### src/verilog/octal_switch_map.vh
// constants for the octal switch serial control port
// included by the switch control design file
`ifndef OCTAL_SWITCH_MAP_VH
`define OCTAL_SWITCH_MAP_VH
`define FRAME_BITS        8
`define LATCH_RESET       8'h00
`define STATUS_IDLE       8'h00
`define OUT_FIVE_BIT      4
`define OUT_SIX_BIT       5
`define FAULT_TIME_US     300
`define CLOCK_MHZ         40
`define FAULT_CYCLES      (`FAULT_TIME_US * `CLOCK_MHZ)
`endif

### src/verilog/pin_sync.v
// two-flop synchroniser plus edge detect for a group of pins
// assumes pins are asynchronous to clock
`timescale 1ns/1ps
`default_nettype none
module pin_sync #(
   parameter WIDTH = 3
) (
   input  wire             clock,
   input  wire             rst_n,
   input  wire [WIDTH-1:0] pin_in,
   output reg  [WIDTH-1:0] level,
   output wire [WIDTH-1:0] rise,
   output wire [WIDTH-1:0] fall
);
   reg [WIDTH-1:0] meta_reg;
   reg [WIDTH-1:0] prev_reg;
   genvar i;
   generate
      for (i = 0; i < WIDTH; i = i + 1) begin : g_bit
         always @(posedge clock or negedge rst_n) begin
            if (!rst_n) begin
               meta_reg[i] <= 1'b0;
               level[i]    <= 1'b0;
               prev_reg[i] <= 1'b0;
            end else begin
               meta_reg[i] <= pin_in[i];
               level[i]    <= meta_reg[i];
               prev_reg[i] <= level[i];
            end
         end
         assign rise[i] = level[i] & ~prev_reg[i];
         assign fall[i] = ~level[i] & prev_reg[i];
      end
   endgenerate
endmodule // pin_sync
`default_nettype wire

### src/verilog/octal_switch_serial_control.v
// serial control and fault report port of an eight-output power switch
// assumes clock is much faster than sclk; all pins are asynchronous
// Functional notes
// - chip select rising edge copies shift register into output latch.
// - chip select falling edge loads fault status into shift register.
// - serial_out driven only while chip select is low.
// - serial_in sampled on sclk falling edge while selected.
// - serial_out takes next shift bit on sclk rising edge.
// - sclk and serial_in ignored while chip select high.
// - eight-bit shift register, eight bits per frame.
// - bits go most significant first, output 8 down to 1.
// - one turns output on, zero off, at chip select rise.
// - status bit one means fault, zero means normal.
// - first sclk rise shows output 8 status, then descending.
// - shift register is first-in first-out for daisy chaining.
// - enable low blocks output drive and fault reporting.
// - latched outputs return when enable goes high again.
// - outputs five and six ORed with direct drive inputs.
`timescale 1ns/1ps
`default_nettype none
`include "octal_switch_map.vh"
module octal_switch_serial_control #(
   parameter WIDTH = `FRAME_BITS
) (
   input  wire             clock,
   input  wire             rst_n,
   input  wire             chip_select_n,
   input  wire             sclk,
   input  wire             serial_in,
   output reg              serial_out,
   output reg              serial_out_oe,
   input  wire             enable,
   input  wire             direct_drive_five,
   input  wire             direct_drive_six,
   input  wire [WIDTH-1:0] fault_sense,
   output reg  [WIDTH-1:0] gate_drive,
   output reg  [WIDTH-1:0] command_latch
);
   // one-hot frame states
   localparam [1:0] ST_IDLE  = 2'b01;
   localparam [1:0] ST_FRAME = 2'b10;

   wire [2:0]       lvl;
   wire [2:0]       rise;
   wire [2:0]       fall;
   wire             selected;
   wire             select_start;
   wire             select_end;
   wire             sclk_rise;
   wire             sclk_fall;
   wire             enabled;
   reg              enable_meta_reg;
   reg              enable_reg;
   reg  [WIDTH-1:0] fault_meta_reg;
   reg  [WIDTH-1:0] fault_reg;
   reg  [WIDTH-1:0] shift_reg;
   reg  [WIDTH-1:0] shift_next;
   reg  [1:0]       state_reg;
   reg  [1:0]       state_next;

   // chip select is inverted ahead of the flops so that the reset value
   // means deselected; no false select edge follows reset
   // index 0 selected, 1 sclk, 2 serial_in
   pin_sync #(.WIDTH(3)) u_sync (
      .clock  (clock),
      .rst_n  (rst_n),
      .pin_in ({serial_in, sclk, ~chip_select_n}),
      .level  (lvl),
      .rise   (rise),
      .fall   (fall)
   );

   assign selected     = lvl[0];
   assign select_start = rise[0];
   assign select_end   = fall[0];
   assign sclk_rise    = rise[1];
   assign sclk_fall    = fall[1];
   assign enabled      = enable_reg;

   // enable passes two flops
   always @(posedge clock or negedge rst_n) begin
      if (!rst_n) begin
         enable_meta_reg <= 1'b0;
         enable_reg      <= 1'b0;
      end else begin
         enable_meta_reg <= enable;
         enable_reg      <= enable_meta_reg;
      end
   end

   // fault levels pass two flops; bits are independent slow levels, so a
   // bit caught mid-change only moves its report to the next frame
   always @(posedge clock or negedge rst_n) begin
      if (!rst_n) begin
         fault_meta_reg <= `STATUS_IDLE;
         fault_reg      <= `STATUS_IDLE;
      end else begin
         fault_meta_reg <= fault_sense;
         fault_reg      <= fault_meta_reg;
      end
   end

   reg [1:0] dd_meta_reg;
   reg [1:0] dd_reg;
   always @(posedge clock or negedge rst_n) begin
      if (!rst_n) begin
         dd_meta_reg <= 2'h0;
         dd_reg      <= 2'h0;
      end else begin
         dd_meta_reg <= {direct_drive_six, direct_drive_five};
         dd_reg      <= dd_meta_reg;
      end
   end

   // frame state; select edges come from one synchroniser, so they
   // always alternate and a start and an end never share one cycle
   always @* begin
      state_next = state_reg;
      case (state_reg)
         ST_IDLE: begin
            if (select_start)
               state_next = ST_FRAME;
         end
         ST_FRAME: begin
            if (select_end)
               state_next = ST_IDLE;
         end
         default: begin
            state_next = ST_IDLE;
         end
      endcase
   end

   always @* begin
      shift_next = shift_reg;
      if (select_start)
         shift_next = enabled ? fault_reg : `STATUS_IDLE;
      else if (state_reg == ST_FRAME && selected && sclk_fall)
         shift_next = {shift_reg[WIDTH-2:0], lvl[2]};
   end

   always @(posedge clock or negedge rst_n) begin
      if (!rst_n) begin
         state_reg <= ST_IDLE;
         shift_reg <= `STATUS_IDLE;
      end else begin
         state_reg <= state_next;
         shift_reg <= shift_next;
      end
   end

   // cleared at select so the host never sees a stale bit before sclk
   always @(posedge clock or negedge rst_n) begin
      if (!rst_n) begin
         serial_out <= 1'b0;
      end else if (select_start) begin
         serial_out <= 1'b0;
      end else if (state_reg == ST_FRAME && selected && sclk_rise) begin
         serial_out <= shift_reg[WIDTH-1];
      end
   end

   // driven only when selected
   // enable lags the pin by the synchroniser, about three clocks
   always @(posedge clock or negedge rst_n) begin
      if (!rst_n)
         serial_out_oe <= 1'b0;
      else
         serial_out_oe <= selected;
   end

   // last eight bits win; reset clears
   always @(posedge clock or negedge rst_n) begin
      if (!rst_n)
         command_latch <= `LATCH_RESET;
      else if (select_end)
         command_latch <= shift_reg;
   end

   genvar k;
   generate
      for (k = 0; k < WIDTH; k = k + 1) begin : g_out
         wire direct_on;
         if (k == `OUT_FIVE_BIT) begin : g_five
            assign direct_on = dd_reg[0];
         end else if (k == `OUT_SIX_BIT) begin : g_six
            assign direct_on = dd_reg[1];
         end else begin : g_none
            assign direct_on = 1'b0;
         end
         always @(posedge clock or negedge rst_n) begin
            if (!rst_n)
               gate_drive[k] <= 1'b0;
            else
               gate_drive[k] <= enabled & (command_latch[k] | direct_on);
         end
      end
   endgenerate

   // enable never touches the latch, so commanded outputs come back on
   // by themselves when enable returns
endmodule // octal_switch_serial_control
`default_nettype wire

### config.mk
export PLATFORM = sky130hd
export DESIGN_NAME = octal_switch_serial_control
export DESIGN_NICKNAME = d
export VERILOG_FILES = /design/src/verilog/pin_sync.v /design/src/verilog/octal_switch_serial_control.v
export VERILOG_INCLUDE_DIRS = /design/src /design/src/verilog
export SDC_FILE = /design/constraint.sdc
export NUM_CORES = 1
export LEC_CHECK = 0
export BUFFER_PORTS_ARGS = -buffer_cell sky130_fd_sc_hd__buf_2
export CORE_MARGIN = 3
export CORE_UTILIZATION = 30
export CTS_CLUSTER_DIAMETER = 80
export CTS_CLUSTER_SIZE = 14
export DETAILED_ROUTE_END_ITERATION = 12
export GPL_TIMING_DRIVEN = 1
export PLACE_DENSITY = 0.57
export SKIP_CTS_REPAIR_TIMING = 1
export SYNTH_ARGS = -nofsm -noshare
export SYNTH_HDL_FRONTEND = slang
export SYNTH_HIERARCHICAL = 1
export SYNTH_SLANG_ARGS = --single-unit
### constraint.sdc
create_clock -name clock -period 1.97 [get_ports clock]
set_input_delay 0.394 -clock clock [delete_from_list [all_inputs] [get_ports clock]]
set_output_delay 0.394 -clock clock [all_outputs]
set_load 0.01 [all_outputs]
After elaboration in Yosys (flattened, before gate mapping) --
Cells that the tools add are included.
Word-level totals: output and inout bits 18, input port bits 16, bits in registers 57, logic and storage cells 63
Operators by class: eq/ne operators 4, reduce and logical (&&, ||, !) cells 6, bitwise logic cells 19, muxes and demuxes 8
Operators with widths (number):
- 2-to-1 mux 8 bit | 3
- AND 1 bit | 12
- NOT 1 bit | 5
- 2-to-1 mux 2 bit | 2
- != test 2 bit (second input constant) | 2
- case mux 2 bit (2 select lines) | 1
- nonzero test 2 bit | 2
- logical AND 1 bit | 3
- equality test 2 x 1 -> 1 bit (second input constant) | 1
- equality test 2 bit (second input constant) | 1
- 2-to-1 mux 1 bit | 2
- OR 1 bit | 2
- AND reduction 2 bit | 1

Longest topological paths before layout --
depth in word-level cells 5, gate-level depth with buffers 5, mapped depth without buffers 4

Hierarchy --
Netlist, hierarchy kept.
Modules (own cells, without submodules):
- octal_switch_serial_control | sequential area each 1252.5 µm², cells each 97, instances 1, area each 1672.9 µm²
- pin_sync | sequential area each 225.2 µm², cells each 15, instances 1, area each 262.8 µm²

Worst setup path after synthesis --
No wires, ideal clock.
path type register -> register, start point register u_sync.level[0], end point register shift_reg[0], arrival time 1.252 ns, library setup time 0.125 ns, required time 1.845 ns, slack 0.593 ns, clock period less this slack 1.377 ns, cell stages (with the launch flop) 6, buffers on the path 1, cells stage by stage dfrtp_1 -> nor2b_1 -> inv_2 -> o21a_1 -> buf_6 -> mux2_2
Between the ends: elaborated cells between the ends (all ways) 5, classes of those cells 1 x mux; 1 x bitwise; 3 x reduce/logical
RTL lines:
- start, declared | line pin_sync.v:11 | output reg [WIDTH-1:0] level,
- start signal, assigned by index | line pin_sync.v:27 | level[i] <= meta_reg[i];
- AND 1 bit (*) | line pin_sync.v:31 | assign rise[i] = level[i] & ~prev_reg[i];
- named net rise[0] | line octal_switch_serial_control.v:44 | wire [2:0] rise;
- 2-to-1 mux 8 bit or nonzero test 2 bit (tied branches)
- end signal, assigned | line octal_switch_serial_control.v:145 | shift_reg <= `STATUS_IDLE;
- end signal, assigned | line octal_switch_serial_control.v:148 | shift_reg <= shift_next;
- end, declared | line octal_switch_serial_control.v:56 | reg [WIDTH-1:0] shift_reg;
Mark *: on every way through the listed nets, which the timed path passes. The rest lies on a longest branch. A chain may end at the register's enable or synchronous reset.

Worst setup path in the final report --
start point register u_sync.level[0], end point register shift_reg[1]
The elaborated chain is that of the path after synthesis.

==> flow_metrics.env <==
export IMPL_path_clk_slew_ps=60
export IMPL_finalPower_mw=3.00
export IMPL_peakVddDrop_v=0.000449
export IMPL_skew_ps=5.60
export IMPL_finalCriticalPeriod_ps=1630
export IMPL_reg2reg_from="u_sync/level[0]"
export IMPL_die_area_um2=7320
export IMPL_multi_input_area_um2=407
export IMPL_dp_slack_ps=373
export IMPL_rsz0062_at_grt="false"
export IMPL_p_leak_nw=1.17
export IMPL_final_cells=232
export IMPL_dr_first_iter_drc_count=23
export IMPL_dr_pass1_iters=4
export IMPL_n_antenna_cell=0
export IMPL_drc_errors=0
export IMPL_vias=962
export IMPL_ys_warn_count=6
export IMPL_worstMarginPinSlew_ps=331
export IMPL_powerDensity_nw_per_um2=1260
export IMPL_start_util_pct=31.5
export IMPL_antenna_found_initial=0
export IMPL_dpl_cell_area_um2=2160
export IMPL_die_y_um=85.5
export IMPL_overflow=0
export IMPL_critPathLaunch="u_sync/level[0]"
export IMPL_grt_pass1_vias=1012
export IMPL_slew_violations=0
export IMPL_cap_violations=0
export IMPL_min_path_type="primary input to async pin"
export IMPL_rows=28
export IMPL_routed_wl_um=2860
export IMPL_setup_viol=0
export IMPL_area_growth_pct=25.1
export IMPL_worstPathMaxFanout=9
export IMPL_cts_tree="done"
export IMPL_hold_violations=0
export IMPL_gp_congestion=0.720
export IMPL_insertion_delay_ps=330
export IMPL_cts_root_buf="clkbuf_8"
export IMPL_period_share_pct=82.6
export IMPL_cp_data_arrival_time_ps=1830
export IMPL_critPathLaunchType="register"
export IMPL_cp_end_kind="register"
export IMPL_ios=34
export IMPL_drt_antenna_violating_nets=0
export IMPL_viasPerCell=4.15
export IMPL_final_seq_area_um2=1450
export IMPL_numCtsBuffers=9
export IMPL_crit_type="register to register"
export IMPL_status="finished, final reports clean"
export IMPL_finalSetupTns_ps=0
export IMPL_dp_cells=216
export IMPL_core_area_um2=6030
export IMPL_cts_sinks=58
export IMPL_fillers=575
export IMPL_clk_path_buf_depth=2
export IMPL_hpwl_um=1900
export IMPL_worstPathRequired_ps=2180
export IMPL_synth_area_um2=1900
export IMPL_final_area_um2=2370
export IMPL_avgSynthCellArea_um2=17.4
export IMPL_grt_max_degree=59
export IMPL_synth_nets=125
export IMPL_nNetsFinal=168
export IMPL_track_usage_pct=9.13
export IMPL_grt_pass1_wl_um=4840
export IMPL_drive_above_1_share_pct=49.0
export IMPL_slew_headroom_pct=77.9
export IMPL_syn_inst=109
export IMPL_io_buffers=33
export IMPL_wl_per_cell_um=12.3
export IMPL_fp_dieW_um=85.5
export IMPL_fmax_ghz=0.615
export IMPL_htreeDepth=3
export IMPL_worst_slack_ps=343
[worst paths after layout]
path	to	slack, ps	cells past startpoint
max	shift_reg[1]	340	4
min	fault_meta_reg[5]	60	2
max reg2reg	shift_reg[1]	340	4
min reg2reg	u_sync/level[0]	350	0
max in group asynchronous	state_reg[0]	1620	2
min in group clock	fault_meta_reg[6]	170	1
[final cells by class]
cell class                 count  area share, %
sequential                    58           61.2
inverter                       3          0.474
multi-input combinational     45           17.1
tap                           75           3.95
clock buffer                  10           5.80
clock inverter                 6           3.37
timing repair buffer          35           8.11
[report_power, final]
group,switching (mW),internal [mW]
registers,0.0988,1.36
clock network,0.436,0.737
logic,0.157,0.210
total,0.693,2.31
[per-stage QoR]
stage,util [%],hold WS [ps]
after floorplan,-,98.4
after global placement,35.8,332
after detailed placement,35.8,335
after CTS,39.4,48.6
after global routing,39.4,72.5
final,39.4,55.6
[per-layer routing]
layer / global-route usage (%) / vias to the layer above / wire (um)
met1: 10.9 / 465 / 1260
met3: 5.00 / 9 / 233
met5: 0 / - / 0
met2: 12.2 / 32 / 1270
met4: 6.91 / 0 / 87
li1: - / 456 / -
[critical path, stage by stage (launching register included)]
cell and delay, ps:
dfrtp_1 430, nor2b_1 200, inv_2 150, o21a_1 350, mux2_2 390
[placed cells by master (no fill, tap or decap), drive strengths merged, types with 2 or more instances in the layout]
master,count
dfrtp,57
buf,35
mux2,16
clkbuf,10
a22o,8
and2,7
o21a,4
clkinv,4
nor2b,4
inv,3
bufinv,2
Power figures use the tool's default switching activity.
